==> src/include/cms_defs.vh <==
// Constants for the charger mode sequencer: offsets, fields, resets, timing
`ifndef CMS_DEFS_VH
`define CMS_DEFS_VH
// Register offsets (byte addresses on the plain register port)
`define CMS_OFF_OPT0 8'h00
`define CMS_OFF_OPT1 8'h01
`define CMS_OFF_CHG_I 8'h02
`define CMS_OFF_CHG_V 8'h04
`define CMS_OFF_VIN_REG 8'h0A
`define CMS_OFF_MINSYS 8'h0C
`define CMS_OFF_HOST_INPUT_CURRENT_LIMIT 8'h0E
`define CMS_OFF_AWAKE 8'h30
`define CMS_OFF_PINCTL 8'h32
`define CMS_OFF_HIZCTL 8'h35
`define CMS_OFF_STATUS 8'h40
`define CMS_OFF_IIN_EFF 8'h42
`define CMS_OFF_SYSTEM_OVERVOLTAGE_THRESHOLD 8'h44
// Field positions
`define CMS_BIT_INHIBIT 0
`define CMS_BIT_LINEAR 2
`define CMS_BIT_LOWPWR 7
`define CMS_BIT_AWAKE 0
`define CMS_BIT_PIN_EN 7
`define CMS_BIT_HIZ 7
// Reset values; currents in 1mA units, input current code in 50mA steps, voltages in 1mV units
`define CMS_RST_IIN_CODE 7'h42
`define CMS_IIN_STEP_MA 16'h0032
`define CMS_AWAKE_I_MA 16'h0080
`define CMS_CLAMP_LO_MA 16'h0180
`define CMS_CLAMP_HI_MA 16'h07D0
`define CMS_ONE_CELL_LOW_MV 16'h0BB8
`define CMS_SYS_MARGIN_MV 16'h00A0
// Cell defaults: charge voltage, minimum system, system overvoltage
`define CMS_V4_CHG 16'h41A0
`define CMS_V3_CHG 16'h3130
`define CMS_V2_CHG 16'h20D0
`define CMS_V1_CHG 16'h1060
`define CMS_V4_MIN 16'h3002
`define CMS_V3_MIN 16'h2400
`define CMS_V2_MIN 16'h1800
`define CMS_V1_MIN 16'h0E00
`define CMS_V4_OVP 16'h4C2C
`define CMS_V3_OVP 16'h4C2C
`define CMS_V2_OVP 16'h2EE0
`define CMS_V1_OVP 16'h1388
// Cell-sense codes from the comparator bank
`define CMS_CELL_4 2'h3
`define CMS_CELL_3 2'h2
`define CMS_CELL_2 2'h1
`define CMS_CELL_1 2'h0
// Timing in ms, auto-wake in minutes, and clock rate in kHz
`define CMS_CLK_KHZ 25000
`define CMS_GOOD_MS 50
`define CMS_DEBOUNCE_MS 150
`define CMS_AWAKE_MIN 30
`define CMS_MS_PER_MIN 36'h0_0000_EA60
`endif

==> src/logic/cms_sequencer.v <==
// Charger mode sequencer: power-up, high-impedance, limits, cells, charge modes
`timescale 1ns/100ps
`include "cms_defs.vh"

// How it works
// - Battery only: low power, battery switch on
// - Low-power bit cleared enables performance mode
// - Adapter over threshold starts detection unless high-impedance
// - Adapter good after 50ms, start after 150ms
// - Pin low or enable bit stops switching
// - Effective input limit is lower of two
// - Host input limit: 7 bits, 50mA, 3.3A
// - One-shot pin sample sets high-impedance mode
// - Pin ignored when disabled or above 4V
// - Load measured input regulation voltage, host overwritable
// - Load cell defaults unless host already wrote
// - Decode cell-sense ratio into defaults
// - Overvoltage threshold locked once configured
// - Charging below minimum: linear, 384mA clamp, 2000mA for one cell at 3V or more
// - Charging disabled while switching: battery switch off
// - Zero current or inhibit disables charging
// - Low battery at attach: 128mA for 30 mins
// - Four events end auto-wake, clear bit, current
// - Pre-charge clamps by cell count and voltage
// - Charge current cleared on removal, pin, zero
// - Zero charge voltage reloads default, clears current
module cms_sequencer #(
  parameter GOOD_CYCLES = `CMS_GOOD_MS * `CMS_CLK_KHZ,
  parameter DEBOUNCE_CYCLES = `CMS_DEBOUNCE_MS * `CMS_CLK_KHZ,
  parameter [35:0] AWAKE_CYCLES = `CMS_AWAKE_MIN * `CMS_MS_PER_MIN * `CMS_CLK_KHZ
) (
  // Clock and reset
  input wire clk_in,
  input wire sys_rst_in,
  // Register port
  input wire [7:0] reg_addr_in,
  input wire [15:0] reg_wdata_in,
  input wire reg_wr_in,
  input wire reg_rd_in,
  output reg [15:0] reg_rdata_out,
  // Adapter and battery comparators
  input wire adapter_conv_in,
  input wire adapter_ovp_in,
  input wire battery_uvlo_ok_in,
  input wire batt_below_minsys_in,
  input wire batt_below_3v_in,
  input wire battery_config_pin_low_in,
  // One-shot converter results
  input wire [1:0] cell_count_sense_pin_in,
  input wire [15:0] adapter_rail_mv_in,
  input wire current_limit_pin_below_lo_in,
  input wire current_limit_pin_above_hi_in,
  input wire current_limit_pin_above_4v_in,
  input wire [15:0] current_limit_pin_ma_in,
  // Control outputs
  output reg adapter_good_output_out,
  output reg converter_run_out,
  output reg poor_source_detect_out,
  output wire battery_switch_on_out,
  output wire battery_switch_linear_out,
  output wire gate_drive_supply_full_out,
  output wire monitors_allowed_out,
  output wire high_impedance_out,
  output wire [15:0] input_current_regulation_ma_out,
  output wire [15:0] charge_current_ma_out,
  output wire [15:0] system_target_mv_out,
  output wire system_target_tracks_batt_out
);

  ////////////////////////////////////////////////////////////////////////////
  // Sequencer states
  localparam ST_IDLE = 3'd0;
  localparam ST_GOOD = 3'd1;
  localparam ST_SETUP = 3'd2;
  localparam ST_DEBOUNCE = 3'd3;
  localparam ST_RUN = 3'd4;

  reg [2:0] state_reg;
  reg [31:0] timer_reg;
  reg [35:0] awake_cnt_reg; // Half an hour of clock overflows 32 bits
  reg awake_active_reg;
  reg [15:0] opt0_reg;
  reg [15:0] opt1_reg;
  reg [15:0] chg_i_reg;
  reg [15:0] chg_v_reg;
  reg [15:0] vin_reg_reg;
  reg [15:0] minsys_reg;
  reg [6:0] iin_code_reg;
  reg awake_en_reg;
  reg pin_en_reg;
  reg hiz_bit_reg;
  reg pin_hiz_reg;
  reg pin_ignore_reg;
  reg [15:0] pin_ma_reg;
  reg [15:0] system_overvoltage_threshold_reg;
  reg ovp_locked_reg;
  reg chg_v_host_reg;
  reg minsys_host_reg;
  reg [15:0] def_chg_reg;
  reg [1:0] cells_reg;
  reg [15:0] d_chg;
  reg [15:0] d_min;
  reg [15:0] d_ovp;

  wire adapter_ok = adapter_conv_in & ~adapter_ovp_in;
  wire wr_chg_i = reg_wr_in & (reg_addr_in == `CMS_OFF_CHG_I);
  wire wr_chg_v = reg_wr_in & (reg_addr_in == `CMS_OFF_CHG_V);
  wire wr_awake = reg_wr_in & (reg_addr_in == `CMS_OFF_AWAKE);
  wire awake_done = awake_cnt_reg >= AWAKE_CYCLES - 1;
  wire awake_exit = awake_active_reg & ((wr_awake & ~reg_wdata_in[`CMS_BIT_AWAKE])
    | wr_chg_i | ~batt_below_minsys_in | awake_done);
  wire clr_chg_i = ~adapter_conv_in | battery_config_pin_low_in
    | (wr_chg_v & (reg_wdata_in == 16'h0000));

  ////////////////////////////////////////////////////////////////////////////
  // Cell decode
  // ratio code to defaults
  always @* begin
    case (cell_count_sense_pin_in)
      `CMS_CELL_4: begin
        d_chg = `CMS_V4_CHG;
        d_min = `CMS_V4_MIN;
        d_ovp = `CMS_V4_OVP;
      end
      `CMS_CELL_3: begin
        d_chg = `CMS_V3_CHG;
        d_min = `CMS_V3_MIN;
        d_ovp = `CMS_V3_OVP;
      end
      `CMS_CELL_2: begin
        d_chg = `CMS_V2_CHG;
        d_min = `CMS_V2_MIN;
        d_ovp = `CMS_V2_OVP;
      end
      default: begin
        d_chg = `CMS_V1_CHG;
        d_min = `CMS_V1_MIN;
        d_ovp = `CMS_V1_OVP;
      end
    endcase
  end

  ////////////////////////////////////////////////////////////////////////////
  // High-impedance and mode decisions
  // pin low or enable bit
  assign high_impedance_out = hiz_bit_reg | (pin_hiz_reg & ~pin_ignore_reg);
  assign gate_drive_supply_full_out = ~opt1_reg[`CMS_BIT_LOWPWR];
  assign monitors_allowed_out = ~opt1_reg[`CMS_BIT_LOWPWR];
  wire chg_enabled = (chg_i_reg != 16'h0000) & ~opt0_reg[`CMS_BIT_INHIBIT];
  wire linear_mode = opt0_reg[`CMS_BIT_LINEAR];
  // battery-only and high-impedance keep switch on
  wire batt_only = ~adapter_conv_in & battery_uvlo_ok_in;
  // switch off when disabled with adapter running
  assign battery_switch_on_out = batt_only | high_impedance_out
    | ~converter_run_out | chg_enabled;
  assign battery_switch_linear_out = converter_run_out & chg_enabled
    & batt_below_minsys_in & linear_mode;
  assign system_target_mv_out = minsys_reg + `CMS_SYS_MARGIN_MV;
  assign system_target_tracks_batt_out = ~batt_below_minsys_in;

  ////////////////////////////////////////////////////////////////////////////
  // Charge current clamp
  // pre-charge clamp by cells
  wire [15:0] clamp_ma = (cells_reg == `CMS_CELL_1 && !batt_below_3v_in) ?
    `CMS_CLAMP_HI_MA : `CMS_CLAMP_LO_MA;
  wire clamp_on = linear_mode & batt_below_minsys_in;
  wire [15:0] chg_req = chg_enabled ? chg_i_reg : 16'h0000;
  assign charge_current_ma_out = (clamp_on && chg_req > clamp_ma) ? clamp_ma : chg_req;

  ////////////////////////////////////////////////////////////////////////////
  // Input current limit
  // code times 50mA
  wire [15:0] host_ma = iin_code_reg * `CMS_IIN_STEP_MA;
  assign input_current_regulation_ma_out =
    (!pin_ignore_reg && pin_ma_reg < host_ma) ? pin_ma_reg : host_ma;

  ////////////////////////////////////////////////////////////////////////////
  // Power-up sequencer
  always @(posedge clk_in) begin
    if (sys_rst_in) begin
      state_reg <= ST_IDLE;
      timer_reg <= 32'h0000_0000;
      adapter_good_output_out <= 1'b0;
      converter_run_out <= 1'b0;
      poor_source_detect_out <= 1'b0;
      pin_hiz_reg <= 1'b0;
      pin_ignore_reg <= 1'b1;
      pin_ma_reg <= 16'hFFFF;
      cells_reg <= `CMS_CELL_1;
    end else if (!adapter_conv_in) begin
      state_reg <= ST_IDLE;
      timer_reg <= 32'h0000_0000;
      adapter_good_output_out <= 1'b0;
      converter_run_out <= 1'b0;
      poor_source_detect_out <= 1'b0;
    end else begin
      poor_source_detect_out <= ~high_impedance_out;
      case (state_reg)
        ST_IDLE: begin
          timer_reg <= 32'h0000_0000;
          if (adapter_ok) begin
            state_reg <= ST_GOOD;
          end
        end
        ST_GOOD: begin
          if (!adapter_ok) begin
            state_reg <= ST_IDLE;
          end else if (timer_reg >= GOOD_CYCLES - 1) begin
            adapter_good_output_out <= 1'b1;
            timer_reg <= 32'h0000_0000;
            state_reg <= ST_SETUP;
          end else begin
            timer_reg <= timer_reg + 32'h0000_0001;
          end
        end
        ST_SETUP: begin
          pin_ignore_reg <= ~pin_en_reg | current_limit_pin_above_4v_in;
          pin_ma_reg <= current_limit_pin_ma_in;
          if (current_limit_pin_below_lo_in) begin
            pin_hiz_reg <= 1'b1;
          end else if (current_limit_pin_above_hi_in) begin
            pin_hiz_reg <= 1'b0;
          end
          cells_reg <= cell_count_sense_pin_in;
          state_reg <= ST_DEBOUNCE;
        end
        ST_DEBOUNCE: begin
          if (timer_reg >= DEBOUNCE_CYCLES - 1) begin
            state_reg <= ST_RUN;
          end else begin
            timer_reg <= timer_reg + 32'h0000_0001;
          end
        end
        ST_RUN: begin
          converter_run_out <= ~high_impedance_out;
        end
        default: begin
          state_reg <= ST_IDLE;
        end
      endcase
    end
  end

  wire setup_now = adapter_conv_in & (state_reg == ST_SETUP);
  wire run_start = adapter_conv_in & (state_reg == ST_DEBOUNCE)
    & (timer_reg >= DEBOUNCE_CYCLES - 1);

  ////////////////////////////////////////////////////////////////////////////
  // Auto-wake timer
  // restart on entry, stop on exit
  always @(posedge clk_in) begin
    if (sys_rst_in) begin
      awake_active_reg <= 1'b0;
      awake_cnt_reg <= 36'h0_0000_0000;
    end else if (awake_exit || !adapter_conv_in) begin
      awake_active_reg <= 1'b0;
      awake_cnt_reg <= 36'h0_0000_0000;
    end else if (run_start && awake_en_reg && batt_below_minsys_in) begin
      awake_active_reg <= 1'b1;
      awake_cnt_reg <= 36'h0_0000_0000;
    end else if (awake_active_reg) begin
      awake_cnt_reg <= awake_cnt_reg + 36'h0_0000_0001;
    end
  end

  ////////////////////////////////////////////////////////////////////////////
  // Register writes and hardware updates
  always @(posedge clk_in) begin
    if (sys_rst_in) begin
      opt0_reg <= 16'h0004;
      opt1_reg <= 16'h0080;
      chg_i_reg <= 16'h0000;
      chg_v_reg <= `CMS_V1_CHG;
      vin_reg_reg <= 16'h0000;
      minsys_reg <= `CMS_V1_MIN;
      iin_code_reg <= `CMS_RST_IIN_CODE;
      awake_en_reg <= 1'b1;
      pin_en_reg <= 1'b1;
      hiz_bit_reg <= 1'b0;
      system_overvoltage_threshold_reg <= `CMS_V1_OVP;
      ovp_locked_reg <= 1'b0;
      chg_v_host_reg <= 1'b0;
      minsys_host_reg <= 1'b0;
      def_chg_reg <= `CMS_V1_CHG;
    end else begin
      if (reg_wr_in) begin
        case (reg_addr_in)
          `CMS_OFF_OPT0: opt0_reg <= reg_wdata_in;
          `CMS_OFF_OPT1: opt1_reg <= reg_wdata_in;
          `CMS_OFF_CHG_I: chg_i_reg <= reg_wdata_in;
          `CMS_OFF_VIN_REG: vin_reg_reg <= reg_wdata_in;
          `CMS_OFF_HOST_INPUT_CURRENT_LIMIT: iin_code_reg <= reg_wdata_in[6:0];
          `CMS_OFF_AWAKE: awake_en_reg <= reg_wdata_in[`CMS_BIT_AWAKE];
          `CMS_OFF_PINCTL: pin_en_reg <= reg_wdata_in[`CMS_BIT_PIN_EN];
          `CMS_OFF_HIZCTL: hiz_bit_reg <= reg_wdata_in[`CMS_BIT_HIZ];
          `CMS_OFF_MINSYS: begin
            minsys_reg <= reg_wdata_in;
            minsys_host_reg <= 1'b1;
          end
          `CMS_OFF_CHG_V: begin
            chg_v_reg <= (reg_wdata_in == 16'h0000) ? def_chg_reg : reg_wdata_in;
            chg_v_host_reg <= 1'b1;
          end
          default: begin
          end
        endcase
      end
      if (setup_now) begin
        vin_reg_reg <= adapter_rail_mv_in;
      end
      if (setup_now) begin
        def_chg_reg <= d_chg;
        if (!chg_v_host_reg) begin
          chg_v_reg <= d_chg;
        end
        if (!minsys_host_reg) begin
          minsys_reg <= d_min;
        end
        if (!ovp_locked_reg) begin
          system_overvoltage_threshold_reg <= d_ovp;
          ovp_locked_reg <= 1'b1;
        end
      end
      if (run_start && awake_en_reg && batt_below_minsys_in) begin
        chg_i_reg <= `CMS_AWAKE_I_MA;
      end
      if (awake_exit) begin
        awake_en_reg <= 1'b0;
        chg_i_reg <= 16'h0000;
      end
      if (clr_chg_i) begin
        chg_i_reg <= 16'h0000;
      end
    end
  end

  ////////////////////////////////////////////////////////////////////////////
  // Read data, one cycle after the strobe; unmapped reads zero
  always @(posedge clk_in) begin
    if (sys_rst_in || !reg_rd_in) begin
      reg_rdata_out <= 16'h0000;
    end else begin
      case (reg_addr_in)
        `CMS_OFF_OPT0: reg_rdata_out <= opt0_reg;
        `CMS_OFF_OPT1: reg_rdata_out <= opt1_reg;
        `CMS_OFF_CHG_I: reg_rdata_out <= chg_i_reg;
        `CMS_OFF_CHG_V: reg_rdata_out <= chg_v_reg;
        `CMS_OFF_VIN_REG: reg_rdata_out <= vin_reg_reg;
        `CMS_OFF_MINSYS: reg_rdata_out <= minsys_reg;
        `CMS_OFF_HOST_INPUT_CURRENT_LIMIT: reg_rdata_out <= {9'h000, iin_code_reg};
        `CMS_OFF_AWAKE: reg_rdata_out <= {15'h0000, awake_en_reg};
        `CMS_OFF_PINCTL: reg_rdata_out <= {8'h00, pin_en_reg, 7'h00};
        `CMS_OFF_HIZCTL: reg_rdata_out <= {8'h00, hiz_bit_reg, 7'h00};
        `CMS_OFF_STATUS: reg_rdata_out <= {8'h00, awake_active_reg, state_reg,
          high_impedance_out, converter_run_out, adapter_good_output_out,
          ovp_locked_reg};
        `CMS_OFF_IIN_EFF: reg_rdata_out <= input_current_regulation_ma_out;
        `CMS_OFF_SYSTEM_OVERVOLTAGE_THRESHOLD: reg_rdata_out <= system_overvoltage_threshold_reg;
        default: reg_rdata_out <= 16'h0000;
      endcase
    end
  end

endmodule

==> config.mk <==
export PLATFORM = sky130hd
export DESIGN_NAME = cms_sequencer
export DESIGN_NICKNAME = d
export VERILOG_FILES = /design/src/logic/cms_sequencer.v
export VERILOG_INCLUDE_DIRS = /design/src /design/src/include
export SDC_FILE = /design/constraint.sdc
export NUM_CORES = 1
export LEC_CHECK = 0
export BUFFER_PORTS_ARGS = -buffer_cell sky130_fd_sc_hd__buf_4
export CAP_MARGIN = 20
export CORE_MARGIN = 4
export CORE_UTILIZATION = 30
export DETAILED_ROUTE_END_ITERATION = 8
export SYNTH_ARGS = -nofsm -noshare
export SYNTH_HDL_FRONTEND = slang
export SYNTH_SLANG_ARGS = --single-unit
export TNS_END_PERCENT = 50
==> constraint.sdc <==
create_clock -name clk_in -period 5.5 [get_ports clk_in]
set_clock_uncertainty 0.2 [all_clocks]
set_input_delay 0.275 -clock clk_in [delete_from_list [all_inputs] [get_ports clk_in]]
set_output_delay 0.275 -clock clk_in [all_outputs]
set_load 0.05 [all_outputs]
# Word-level counts from Yosys, hierarchy flattened
# Cells that the tools add are included.
# W data, S select, Z words.
# op_classes
n_addsub,3
n_mul,1
n_lt_le_gt_ge,5
eq_ne,24
mux,37
bitwise,39
n_reduce_logical,47
# ops
cell,n
$mux W16,15
$pmux W16 S13,1
$mux W32,3
$pmux W32 S3,1
$pmux W15 S3,1
$pmux W14 S3,1
$add A36 B1 Y36 const B,1
$ge A36 B36 Y1 const B,1
$add A32 B1 Y32 const B,1
$ge A32 B21 Y1 const B,1
$ge A32 B22 Y1 const B,1
$pmux W15 S2,1
$reduce_and A2 Y1,13
$eq A8 B4 Y1 const B,3
$eq A8 B6 Y1 const B,3
$eq A8 B7 Y1 const B,3
$mux W8,3
$and A1 B1 Y1,17
$add A16 B8 Y16 const B,1
$gt A16 B11 Y1,1
$logic_not A16 Y1,1
$lt A16 B13 Y1,1
$reduce_bool A16 Y1,1
$pmux W3 S5,1
other kinds (30),80
# word_totals
reg_bits,252
in_bits,71
out_inout_bits,73
wordCells,184

# Longest topological paths before layout
# logic_depth
ltp_word,9
ltp_mapped,19
depth_no_buf,17

# Least setup slack after synthesis
# Ideal clock, no wire load.
# synth_timing
path_type,reg2out
startpoint,reg iin_code_reg[3]
endpoint,out input_current_regulation_ma_out[6]
arrival_time_ns,4.833
required_time_ns,5.025
path_slack_ns,0.192
stages_incl_launch_ff,17
path_buffers,2
cell_sequence,dfxtp_1 -> ha_1 -> ha_1 -> fa_1 -> ha_1 -> nand3_1 -> o2111ai_1 -> o31ai_1 -> xnor2_1 -> ha_1 -> or4_1 -> nor2_1 -> o211ai_1 -> nor3_1 -> clkbuf_1 -> buf_2 -> mux2i_1
# synth_via
elab_chain_cells,4
# synth_lines
item,line_no,text
"start, declared",cms_sequencer.v:88,reg [6:0] iin_code_reg;
"start signal, assigned",cms_sequencer.v:276,iin_code_reg <= `CMS_RST_IIN_CODE;
"start signal, assigned",cms_sequencer.v:292,`CMS_OFF_HOST_INPUT_CURRENT_LIMIT: iin_code_reg <= reg_wdata_in[6:0];
$mul A7 B5 Y12 (no source line) (*),--,
$lt A16 B13 Y1,cms_sequencer.v:175,(!pin_ignore_reg && pin_ma_reg < host_ma) ? pin_ma_reg : host_ma;
$logic_and A1 B1 Y1,cms_sequencer.v:175,
$mux W16 (*),cms_sequencer.v:175,
"end, declared",cms_sequencer.v:64,"output wire [15:0] input_current_regulation_ma_out,"
# Mark *: on every way between the ends. The rest lies on a longest branch, timed or not.

# Worst setup path after layout
# layout_timing
startpoint,reg iin_code_reg[4]
endpoint,out input_current_regulation_ma_out[11]
# The elaborated chain is that of the path after synthesis.

==> results.yml <==
critical_path:
  crit_required_ps: 5030
  reg2reg_from: "iin_code_reg[4]"
  worst_setup_path_end_kind: "primary output"
  reg2reg_depth: 18
  path_class: "reg -> out"
  crit_arrival_ps: 4890
  timing.rr.end: "reg_rdata_out[6]"
  start_kind: "flop"
  path_max_fanout: 5
  rrSetupSlack_ps: 730
grt:
  grt_max_degree: 76
  grt_first_pass_wirelength_um: 68000
  grt_pass1_vias: 11658
  grt_antenna_before_repair: 2
  grt_use_total: 0.189
  grt.overflow.total: 0
synth:
  synth_area_per_cell_sq_um: 8.02
  synth_area_sq_um: 12400
  synth-async-reset-ratio: 0
  synthCells: 1541
  ys_seq_area_frac: 0.377
  synth_seq_cells: 233
  yosys-top-cells-count: "245 x nand2_1, 233 x dfxtp_1, 153 x nor2_1, 95 x a21oi_1, 86 x nand3_1"
  ys_types: 74
  post-synth-top-area-fraction: 0.377
  ys.flop_type: "dfxtp_1"
  synth_area_leaders: "dfxtp_1 38%, nand2_1 7.4%, ha_1 5.0%"
  yosys_warnings: 0
  yosysMostFrequentCell: "nand2_1"
  synth_top_cell_by_area: "dfxtp_1"
  synth_edf_count: 0
placed_design:
  io_buffers: 140
  gp_congestion: 0.932
  place_inst: 2127
  place_hpwl_um: 31500
  dp_slack_ps: 563
timing:
  slew_viol_final: 0
  layout_setup_ws_ps: 132
  tightest_slew_ps: 1110
  finalCriticalPeriod_ps: 5370
  slew_headroom: 0.256
  hold_viol_final: 0
  fin_tns_setup_ps: 0
  max_freq_ghz: 0.186
  period_share: 0.976
  setup_viol: 0
  fin_hold_ws_ps: 26.0
power:
  ir_drop_mv: 0.242
  power.share.clock: 0.518
  pwr-share-seq: 0.420
  p_sw_frac: 0.227
  powerDensity_nw_per_um2: 256
  p_int_mw: 3.11
  p_leak_nw: 6.15
  p_sw_mw: 0.914
  finalPower_mw: 4.03
  combPwrFrac: 0.062
die:
  die_x_um: 211
  io_pins: 144
  rows: 74
  die_h_um: 211
  coreArea_sq_um: 40700
  initial_core_util: 0.303
  die-area_sq_um: 44500
finish:
  largest_reg_flops: 36
  final_cells: 2258
  final_nets: 1826
  final_layout_size_suffix_gt1_frac: 0.146
  areaGrowthSynthToFinish_pct: 27.3
worst_hold_path:
  min_to: "reg_rdata_out[12]"
  hold_path.class: "in -> reg"
  min_path_cells: 4
  min-delay-start: "reg_rd_in"
flow_run:
  cap_violations: 0
route:
  vias_per_cell: 5.46
  drt_iter0_markers: 1141
  drt-wirelength-per-cell_um: 19.6
  detail-route-antenna-nets: 0
  vias: 12333
  first_pass_iters: 7
  route.detailed.drc: 0
  routed_wl_um: 44300
clocking:
  cts_buffers: 27
  cts.clk_slew.worst_paths_ps: 70
  cts.path.max_buffers: 3
  cts_tree: "built"
  htreeDepth: 1
  clock-sinks: 233
  clock_tree.root_cell: "clkbuf_16"
  insertion_delay_ps: 550
outcome:
  status: "finished clean"
[worst max-delay path by stage]
stage / startpoint / endpoint / slack (ps) / cells after the start
floorplan: iin_code_reg[3] / input_current_regulation_ma_out[6] / 190 / 16
global placement: iin_code_reg[3] / input_current_regulation_ma_out[6] / 640 / 16
detailed placement: iin_code_reg[3] / input_current_regulation_ma_out[6] / 560 / 16
CTS: iin_code_reg[3] / input_current_regulation_ma_out[6] / 10 / 16
global route: iin_code_reg[4] / input_current_regulation_ma_out[11] / -60 / 17
finish: iin_code_reg[4] / input_current_regulation_ma_out[11] / 130 / 17
[metal layers]
metal | global-route usage | part of all wire
met5 | 0 | 0.00029
met4 | 0.0537 | 0.031
met3 | 0.0306 | 0.085
met2 | 0.309 | 0.46
met1 | 0.261 | 0.43
[kinds of logic after synthesis]
family	count (synthesis)	synth area share
simple gates	689	0.266
compound gates	304	0.165
flops	233	0.377
buf+inv	149	0.0500
mux	66	0.0544
fa+ha+maj	51	0.0529
xor+xnor	48	0.0340
other cells	1	0.000303
[power groups by stage]
| stage | clock (mW) | combinational (mW) | sequential, mW |
|---|---|---|---|
| 3_3_place_gp | 0 | 0.211 | 1.73 |
| 3_5_place_dp | 0 | 0.212 | 1.73 |
| 2_1_floorplan | 0 | 0.108 | 1.73 |
| 4_1_cts | 2.12 | 0.245 | 1.69 |
| 6_report | 2.09 | 0.249 | 1.69 |
| 5_1_grt | 2.19 | 0.264 | 1.69 |
[placed cells by master (no fill, tap or decap), types with 14 or more instances in the layout]
master / count
a311oi_1: 21
and2_1: 16
nor2_1: 151
xnor2_1: 20
nand2_1: 245
dfxtp_1: 230
buf_4: 160
nand3_1: 86
o21ai_0: 42
nand4_1: 26
xor2_1: 27
or3_1: 21
clkbuf_16: 27
dlygate4sd3_1: 73
ha_1: 47
o22ai_1: 16
a21oi_1: 94
nor4_1: 18
inv_1: 44
nor3_1: 22
nor3b_1: 29
mux2i_1: 57
and3_1: 14
[timing repair]
| item | 4_1_cts | 5_1_grt |
|---|---|---|
| cloned | 0 | 1 |
| pin swaps | 1 | 6 |
| setup endpoints to repair | 5 | 13 |
| setup buffers | 1 | 3 |
| hold endpoints to repair | 117 | 0 |
| hold buffers | 73 | 0 |
| gates resized for setup | 0 | 14 |
[worst max-delay path, cell delays in order (launching register included)]
cell       delay [ps]
dfxtp_1           440
ha_1              270
ha_1              290
ha_1              300
ha_1              360
nand3_1           180
o2111ai_4         180
o31ai_4           310
xnor2_2           130
ha_1              190
or4_1             420
nor2_2            160
o211ai_1          140
nor3_2            200
buf_4             160
mux2_2            380
inv_1              80
buf_6             150
[cell type report]
| cell class | count | area [sq um] |
|---|---|---|
| fillers | 4135 | 25000 |
| multi-input cells | 1161 | 7210 |
| flip-flops and latches | 233 | 4670 |
| repair buffers | 237 | 1990 |
| clock buffers | 32 | 734 |
| well taps | 532 | 666 |
| clock inverters | 18 | 307 |
| inverters | 44 | 165 |
| diodes | 1 | 2.50 |
[stage by stage]
stage	area, sq um	utilization
floorplan	12400	-
global placement	13800	0.339
detailed placement	13800	0.339
CTS	15600	0.383
global route	15700	0.386
finish	15700	0.386
Note: power is estimated with default switching activity, not from simulation.
